File: src/rtl/phy_cfg_pkg.sv
// package: register offsets, field positions, reset values, timing counts
// assumes a 20 MHz management-side clock and 5-bit register addresses
package phy_cfg_pkg;
    localparam logic [4:0] LED_CFG_ADDR = 5'h14;
    localparam logic [4:0] DIG_CFG_ADDR = 5'h1a;
    localparam logic [4:0] TX_CTL_ADDR = 5'h1e;
    localparam int SRC_LSB = 4;
    localparam int PER_LSB = 2;
    localparam int STR_EN_BIT = 1;
    localparam int DRIVE_BIT = 11;
    localparam int SYMERR_BIT = 9;
    localparam int LOWPWR_BIT = 12;
    localparam int SLEW_LSB = 10;
    localparam logic [3:0] SRC_RESET = 4'h2;
    localparam logic [1:0] PER_RESET = 2'h0;
    localparam logic STR_EN_RESET = 1'b1;
    localparam int CLK_HZ = 20000000;
    localparam int STRETCH30_MS = 30;
    localparam int STRETCH60_MS = 60;
    localparam int STRETCH100_MS = 100;
    localparam int BLINK_FAST_MS = 100;
    localparam int BLINK_SLOW_MS = 500;
    localparam int STRETCH30_CYC = STRETCH30_MS * (CLK_HZ / 1000);
    localparam int STRETCH60_CYC = STRETCH60_MS * (CLK_HZ / 1000);
    localparam int STRETCH100_CYC = STRETCH100_MS * (CLK_HZ / 1000);
    localparam int BLINK_FAST_CYC = BLINK_FAST_MS * (CLK_HZ / 1000);
    localparam int BLINK_SLOW_CYC = BLINK_SLOW_MS * (CLK_HZ / 1000);

    typedef enum logic [3:0] {
        SRC_SPEED = 4'h0, SRC_TX = 4'h1, SRC_RX = 4'h2, SRC_COL = 4'h3,
        SRC_LINK = 4'h4, SRC_DUPLEX = 4'h5, SRC_UNUSED6 = 4'h6,
        SRC_ACT = 4'h7, SRC_ON = 4'h8, SRC_OFF = 4'h9, SRC_FAST = 4'ha,
        SRC_SLOW = 4'hb, SRC_LINK_RX = 4'hc, SRC_LINK_ACT = 4'hd,
        SRC_DUP_COL = 4'he, SRC_UNUSED15 = 4'hf
    } led_src_t;

    typedef struct packed {
        logic speed_100;
        logic link_up;
        logic full_duplex;
        logic tx_evt;
        logic rx_evt;
        logic col_evt;
    } phy_status_t;
endpackage : phy_cfg_pkg

File: src/rtl/phy_led_cfg.sv
// third indicator, stretch and vendor configuration registers
// assumes a serial management engine supplies word writes and reads
// and that status inputs already sit on clk_i; straps are pins

// Notes on behaviour
// - field 7:4 picks third LED's source
// - codes 8..b force on/off or blink
// - c/d: link solid, rx/activity toggles
// - activity blinks whether link up or down
// - code e: full duplex solid, collision toggles
// - codes 6 and f show nothing
// - stretch 30/60/100 ms, 11 reserved
// - stretch enable bit gates stretching
// - combined codes always stretched
// - symbol select routes symbol error to rxer
// - drive bit raises MII pad drive
// - low power bit forces zero-differential output
// - slew field caught from straps once they agree after reset release
module phy_led_cfg
    import phy_cfg_pkg::*;
#(
    parameter int CNT_W = 24,
    parameter int S30 = STRETCH30_CYC,
    parameter int S60 = STRETCH60_CYC,
    parameter int S100 = STRETCH100_CYC,
    parameter int BF = BLINK_FAST_CYC,
    parameter int BS = BLINK_SLOW_CYC
) (
    input wire logic clk_i,
    input wire logic rst_n_i,
    input wire logic wr_en_i,
    input wire logic [4:0] addr_i,
    input wire logic [15:0] wdata_i,
    output logic [15:0] rdata_o,
    input wire phy_cfg_pkg::phy_status_t status_i,
    input wire logic rx_err_i,
    input wire logic sym_err_i,
    input wire logic [1:0] slew_strap_pins_i,
    output logic third_indicator_source_o,
    output logic mii_rxer_o,
    output logic mii_drive_hi_o,
    output logic tx_low_power_o,
    output logic [1:0] rise_time_sel_o
);
    import phy_cfg_pkg::*;

    // ------------------------------------------------------------
    // strap synchroniser
    // ------------------------------------------------------------
    logic [1:0] s1_ff, s2_ff, s3_ff;
    always_ff @(posedge clk_i) begin
        s1_ff <= slew_strap_pins_i;
        s2_ff <= s1_ff;
        s3_ff <= s2_ff;
    end

    // ------------------------------------------------------------
    // registers
    // ------------------------------------------------------------
    logic [3:0] src_ff, nxt_src;
    logic [1:0] per_ff, nxt_per;
    logic str_en_ff, nxt_str_en;
    logic drive_ff, nxt_drive;
    logic symerr_ff, nxt_symerr;
    logic lowpwr_ff, nxt_lowpwr;
    logic [1:0] slew_ff, nxt_slew;
    logic rst_d_ff;
    logic [15:0] rd_ff, nxt_rd;

    always_comb begin
        nxt_src = src_ff;
        nxt_per = per_ff;
        nxt_str_en = str_en_ff;
        nxt_drive = drive_ff;
        nxt_symerr = symerr_ff;
        nxt_lowpwr = lowpwr_ff;
        nxt_slew = slew_ff;
        // strap load while agreeing straps follow reset release
        if (!rst_d_ff && (s2_ff == s3_ff)) begin
            nxt_slew = s3_ff;
        end
        if (wr_en_i) begin
            unique case (addr_i)
                LED_CFG_ADDR: begin
                    nxt_src = wdata_i[SRC_LSB +: 4];
                    nxt_per = wdata_i[PER_LSB +: 2];
                    nxt_str_en = wdata_i[STR_EN_BIT];
                end
                DIG_CFG_ADDR: begin
                    nxt_drive = wdata_i[DRIVE_BIT];
                    nxt_symerr = wdata_i[SYMERR_BIT];
                end
                TX_CTL_ADDR: begin
                    nxt_lowpwr = wdata_i[LOWPWR_BIT];
                    nxt_slew = wdata_i[SLEW_LSB +: 2];
                end
                default: begin
                end
            endcase
        end
        // read mux: unmapped and reserved bits read zero
        nxt_rd = 16'h0000;
        unique case (addr_i)
            LED_CFG_ADDR: begin
                nxt_rd[SRC_LSB +: 4] = src_ff;
                nxt_rd[PER_LSB +: 2] = per_ff;
                nxt_rd[STR_EN_BIT] = str_en_ff;
            end
            DIG_CFG_ADDR: begin
                nxt_rd[DRIVE_BIT] = drive_ff;
                nxt_rd[SYMERR_BIT] = symerr_ff;
            end
            TX_CTL_ADDR: begin
                nxt_rd[LOWPWR_BIT] = lowpwr_ff;
                nxt_rd[SLEW_LSB +: 2] = slew_ff;
            end
            default: begin
            end
        endcase
    end

    always_ff @(posedge clk_i) begin
        if (!rst_n_i) begin
            src_ff <= SRC_RESET;
            per_ff <= PER_RESET;
            str_en_ff <= STR_EN_RESET;
            drive_ff <= 1'b0;
            symerr_ff <= 1'b0;
            lowpwr_ff <= 1'b0;
            slew_ff <= 2'h0;
            rst_d_ff <= 1'b0;
            rd_ff <= 16'h0000;
        end else begin
            src_ff <= nxt_src;
            per_ff <= nxt_per;
            str_en_ff <= nxt_str_en;
            drive_ff <= nxt_drive;
            symerr_ff <= nxt_symerr;
            lowpwr_ff <= nxt_lowpwr;
            slew_ff <= nxt_slew;
            rst_d_ff <= rst_d_ff | (s2_ff == s3_ff);
            rd_ff <= nxt_rd;
        end
    end

    assign rdata_o = rd_ff;
    assign mii_drive_hi_o = drive_ff;
    assign tx_low_power_o = lowpwr_ff;
    assign rise_time_sel_o = slew_ff;

    // ------------------------------------------------------------
    // rx error routing
    // ------------------------------------------------------------
    logic rxer_ff;
    always_ff @(posedge clk_i) begin
        if (!rst_n_i) begin
            rxer_ff <= 1'b0;
        end else begin
            rxer_ff <= symerr_ff ? sym_err_i : rx_err_i;
        end
    end
    assign mii_rxer_o = rxer_ff;

    // ------------------------------------------------------------
    // blink timebase
    // ------------------------------------------------------------
    logic [CNT_W-1:0] fast_ff, nxt_fast, slow_ff, nxt_slow;
    logic fast_ph_ff, nxt_fast_ph, slow_ph_ff, nxt_slow_ph;
    always_comb begin
        nxt_fast = fast_ff + 1'b1;
        nxt_fast_ph = fast_ph_ff;
        if (fast_ff == CNT_W'(BF / 2 - 1)) begin
            nxt_fast = '0;
            nxt_fast_ph = !fast_ph_ff;
        end
        nxt_slow = slow_ff + 1'b1;
        nxt_slow_ph = slow_ph_ff;
        if (slow_ff == CNT_W'(BS / 2 - 1)) begin
            nxt_slow = '0;
            nxt_slow_ph = !slow_ph_ff;
        end
    end
    always_ff @(posedge clk_i) begin
        if (!rst_n_i) begin
            fast_ff <= '0;
            slow_ff <= '0;
            fast_ph_ff <= 1'b0;
            slow_ph_ff <= 1'b0;
        end else begin
            fast_ff <= nxt_fast;
            slow_ff <= nxt_slow;
            fast_ph_ff <= nxt_fast_ph;
            slow_ph_ff <= nxt_slow_ph;
        end
    end

    // ------------------------------------------------------------
    // event stretching and display
    // ------------------------------------------------------------
    logic [CNT_W-1:0] len;
    logic evt, evt_st;
    logic combined, led;
    always_comb begin
        unique case (per_ff)
            2'h0: len = CNT_W'(S30);
            2'h1: len = CNT_W'(S60);
            2'h2: len = CNT_W'(S100);
            default: len = CNT_W'(S30);
        endcase
        unique case (src_ff)
            SRC_TX: evt = status_i.tx_evt;
            SRC_RX, SRC_LINK_RX: evt = status_i.rx_evt;
            SRC_COL, SRC_DUP_COL: evt = status_i.col_evt;
            SRC_ACT, SRC_LINK_ACT: evt = status_i.rx_evt | status_i.tx_evt;
            default: evt = 1'b0;
        endcase
    end
    assign combined = src_ff inside {SRC_LINK_RX, SRC_LINK_ACT, SRC_DUP_COL};

    event_stretch #(.CNT_W(CNT_W)) u_stretch (
        .clk_i(clk_i),
        .rst_n_i(rst_n_i),
        .evt_i(evt),
        .len_i(len),
        .out_o(evt_st)
    );

    always_comb begin
        led = 1'b0;
        unique case (src_ff)
            SRC_SPEED: led = status_i.speed_100;
            SRC_LINK: led = status_i.link_up;
            SRC_DUPLEX: led = status_i.full_duplex;
            SRC_TX, SRC_RX, SRC_COL, SRC_ACT:
                led = str_en_ff ? evt_st : evt;
            SRC_ON: led = 1'b1;
            SRC_OFF: led = 1'b0;
            SRC_FAST: led = fast_ph_ff;
            SRC_SLOW: led = slow_ph_ff;
            // primary level, inverted while a stretched event lasts
            SRC_LINK_RX, SRC_LINK_ACT:
                led = status_i.link_up ^ evt_st;
            SRC_DUP_COL: led = status_i.full_duplex ^ evt_st;
            default: led = 1'b0;
        endcase
    end

    logic led_ff;
    always_ff @(posedge clk_i) begin
        if (!rst_n_i) begin
            led_ff <= 1'b0;
        end else begin
            led_ff <= led;
        end
    end
    assign third_indicator_source_o = led_ff;
endmodule : phy_led_cfg

File: src/rtl/event_stretch.sv
// one stretcher: holds its output for a chosen count after an event
// assumes event input is on the same clock
module event_stretch #(
    parameter int CNT_W = 22
) (
    input wire logic clk_i,
    input wire logic rst_n_i,
    input wire logic evt_i,
    input wire logic [CNT_W-1:0] len_i,
    output logic out_o
);
    logic [CNT_W-1:0] cnt_ff;
    logic [CNT_W-1:0] nxt_cnt;

    always_comb begin
        nxt_cnt = cnt_ff;
        if (evt_i) begin
            nxt_cnt = len_i;
        end else if (cnt_ff != '0) begin
            nxt_cnt = cnt_ff - 1'b1;
        end
    end

    always_ff @(posedge clk_i) begin
        if (!rst_n_i) begin
            cnt_ff <= '0;
        end else begin
            cnt_ff <= nxt_cnt;
        end
    end

    assign out_o = evt_i || (cnt_ff != '0);
endmodule : event_stretch

File: config.mk
export PLATFORM = sky130hd
export DESIGN_NAME = phy_led_cfg
export DESIGN_NICKNAME = d
export VERILOG_FILES = /design/src/rtl/phy_cfg_pkg.sv /design/src/rtl/phy_led_cfg.sv /design/src/rtl/event_stretch.sv
export SDC_FILE = /design/constraint.sdc
export NUM_CORES = 1
export LEC_CHECK = 0
export BUFFER_PORTS_ARGS = -buffer_cell sky130_fd_sc_hd__buf_2
export CAP_MARGIN = 20
export CORE_AREA = 2 2 125 127
export CTS_CLUSTER_SIZE = 28
export DETAILED_ROUTE_END_ITERATION = 7
export DIE_AREA = 0 0 127 129
export GPL_ROUTABILITY_DRIVEN = 0
export GPL_TIMING_DRIVEN = 0
export SYNTH_ARGS = -nofsm -noshare
export SYNTH_HDL_FRONTEND = slang
export SYNTH_HIERARCHICAL = 1
export SYNTH_SLANG_ARGS = --single-unit
File: constraint.sdc
create_clock -name clk_i -period 2.7 [get_ports clk_i]
set_input_delay 0.675 -clock clk_i [delete_from_list [all_inputs] [get_ports clk_i]]
set_output_delay 0.675 -clock clk_i [all_outputs]
set_load 0.005 [all_outputs]
==> metrics.md <==
| Metric | Value |
|---|---|
| Fin area | `between 6000 and 7000 µm²` |
| First-pass GRT wire length | `20400 µm` |
| Arr. time, crit path | `2890 ps` |
| Slew HR | `0.452` |
| Largest net degree at the start of global routing | `20` |
| IO Count | `56` |
| Grt total ovfl | `0` |
| Placed cell area | `5700 µm²` |
| Max Freq | `372 MHz` |
| Layout Nets | `702` |
| # Max-Cap Violations | `0` |
| DR WL/cell | `about 14 µm` |
| Sequential element share of the synthesized area | `0.410` |
| DR vias | `around 4500` |
| Die footprint | `16400 µm²` |
| Clk sinks | `106` |
| Pleak | `2.34 nW` |
| CTS root buffer | `clkbuf_16` |
| Worst EP required | `2900 ps` |
| Status | `finished, final reports clean` |
| Max incr delay on CP | `310 ps` |
| Number of enable flip-flop cells after synthesis | `0` |
| Top-area cell type share of the netlist area | `0.410` |
| CORE AREA | `between 10000 and 15000 µm²` |
| Yosys cell types | `74` |
| Die width | `127 µm` |
| Clock Tree Buf Depth | `2` |
| ANT cells | `0` |
| WS Path Type | `reg2reg` |
| CTS tree | `yes` |
| Final setup viols | `0` |
| Post-layout util | `0.409` |
| Ys async rst share | `0` |
| Final hold vios | `0` |
| Area growth syn-to-layout | `18.5%` |
| Initial antenna violation count | `1` |
| Final worst setup slack | `roughly 11 ps` |
| Skew-Pair Late Insertion Delay | `350 ps` |
| Worst-Margin Slew | `around 820 ps` |
| Post-synth design cell area | `5170 µm²` |
| Fin crit share | `0.996` |
| Die Y-Extent | `between 100 and 150 µm` |
| Startpoint class of the critical path | `flop` |
| Post-Route WL | `roughly 12000 µm` |
| Clk slew on worst S/H paths | `70 ps` |
| Number of buffers and inverters on the critical path | `5` |
| Initial DRC Count | `445` |
| Main synth FF type | `dfxtp_1` |
| TritonCTS buffer count | `9` |
| H-tree levels | `3` |
| Clk_skew | `4.32 ps` |
| Critical path fanouts, max | `10` |
| Setup crit end kind | `flop` |
| Post-route minimum period | `2690 ps` |
| Syn avg cell area | `8.93 µm²` |
| # hold bufs at CTS | `0` |
| Commonest non-fill, non-tap cell in the layout | `dfxtp_1` |
| FF+latch count, synth | `106` |
| Hold Crit Class | `reg2reg` |
| RSZ-0062 raised after global routing | `true` |
| Ranking of synthesized cells by area | `dfxtp_1 41%, xor2_1 5.8%, nor2_1 5.4%, xnor2_1 3.2%, mux2i_1 3.1%` |
| Most frequent cells in the layout | `105 x dfxtp_1, 73 x nor2_1, 49 x buf_2` |
| Most frequent CP cell | `buf_4` |
| Routed vias/inst | `approximately 5.3` |
| Worst slack, placed | `-641 ps` |
| Std cell rows | `45` |
| Synthesis Warnings | `6` |
| Syn Inst Count | `579` |
| Hpwl dp | `approximately 8800 µm` |
| Tot GR Track Use | `0.152` |
| Initial core utilization | `0.345` |
| Fin. max-slew vios | `0` |
| DRC viols | `0` |
| Pwr dens | `556 nW/µm²` |
| Total power | `~3.4 mW` |
| IR drop worst, VDD | `0.384 mV` |
| Cell taking the most area after synthesis | `dfxtp_1` |
| DRT Pass-1 Iters | `5` |
| DRT antenna net count | `0` |
| Cell type group with the largest total delay on the critical path | `buffers and inverters` |
| Layout cells sized above 1 | `0.195` |
| PortBufs | `45` |
| Crit-path slowest cell | `dfxtp_1` |
| Vias in the first global route | `4212` |
| Worst-path cell chain | `buf_2 > nand4b_1 > inv_1 > a21oi_1 > o211ai_1 > nor3b_2 > nand4_1 > buf_4 > buf_4 > o21ai_1 > buf_6 > a311oi_1` |
[synthesized netlist by cell type, types with 4 or more instances]
cell type and count:
o31ai_1 6, nor3_2 8, nand3_1 23, o32ai_1 6
o21ai_0 7, and4_1 9, xnor2_1 19, buf_2 5
ha_1 8, or3_1 4, nor2_2 5, nand2b_1 4
nor3_1 14, nor2b_1 11, a311oi_1 6, mux2i_1 16
buf_4 8, nor2_1 74, dfxtp_1 106, clkbuf_1 15
xor2_1 34, o211ai_1 4, and2_1 10, a21oi_1 10
inv_1 16, nand2_1 39, nor4_1 6, and3_1 14
nand4_1 15, a31oi_1 6, nor4b_1 6
[sequential cells by signal, indices dropped and copies added, names as in the netlist]
register / cells
fast_ff: 24
fast_ph_ff: 1
mii_drive_hi_o: 1
mii_rxer_o: 1
per_ff: 2
rdata_o: 11
rise_time_sel_o: 2
rst_d_ff: 1
s1_ff: 2
s2_ff: 2
s3_ff: 2
slow_ff: 24
slow_ph_ff: 1
src_ff: 4
str_en_ff: 1
symerr_ff: 1
third_indicator_source_o: 1
tx_low_power_o: 1
u_stretch/cnt_ff: 24
[final timing paths]
path	slack [ps]	from	cells after the start	endpoint
worst max register to register	10	src_ff[2]$_SDFFE_PN0P_	12	u_stretch/cnt_ff[20]$_SDFFE_PN0P_
worst min register to register	340	s1_ff[0]$_DFF_P_	0	s2_ff[0]$_DFF_P_
worst max-delay path	10	src_ff[2]$_SDFFE_PN0P_	12	u_stretch/cnt_ff[20]$_SDFFE_PN0P_
worst min-delay path	340	s1_ff[0]$_DFF_P_	0	s2_ff[0]$_DFF_P_
[power by group]
part           switching (mW)  internal (mW)
sequential             0.0554           1.61
combinational           0.212          0.152
clock                   0.635          0.738
total                   0.903           2.50
[metal layers]
layer,vias to the layer above,track usage,part of all wire
met2,97,0.251,0.47
met1,2151,0.195,0.46
met5,-,0,0.00098
met3,22,0.0358,0.039
li1,2210,-,-
met4,2,0.0562,0.021
[cell families after synthesis]
kind of cell,Yosys count,synth area share
compound gates,77,0.111
xor+xnor,53,0.0897
fa+ha+maj,8,0.0194
buf+inv,50,0.0464
flops,106,0.410
mux,16,0.0310
other cells,2,0.00145
simple gates,267,0.291
[through the flow]
stage	TNS [ps]	cells	hold WS, ps
2_1_floorplan	-31.0	594	310
3_3_place_gp	-5110	827	312
3_5_place_dp	-6660	827	318
4_1_cts	0	848	337
5_1_grt	-879	853	344
6_report	0	853	336
[repair_timing]
item                       in CTS  in global routing
gates resized for setup         5                 18
pin swaps                       2                  4
setup endpoints to repair      14                 17
gates cloned                    0                  1
buffers inserted                5                  4
[layout make-up]
class | instances | area, µm²
plain buffers | 32 | 194
clock buffers | 9 | 225
clock inverters | 7 | 85.1
fillers | 1506 | 8850
inverters | 18 | 70.1
multi-input cells | 438 | 2900
flip-flops and latches | 106 | 2130
well taps | 188 | 235
repair buffers | 55 | 298
(Power assumes the default switching activity.)
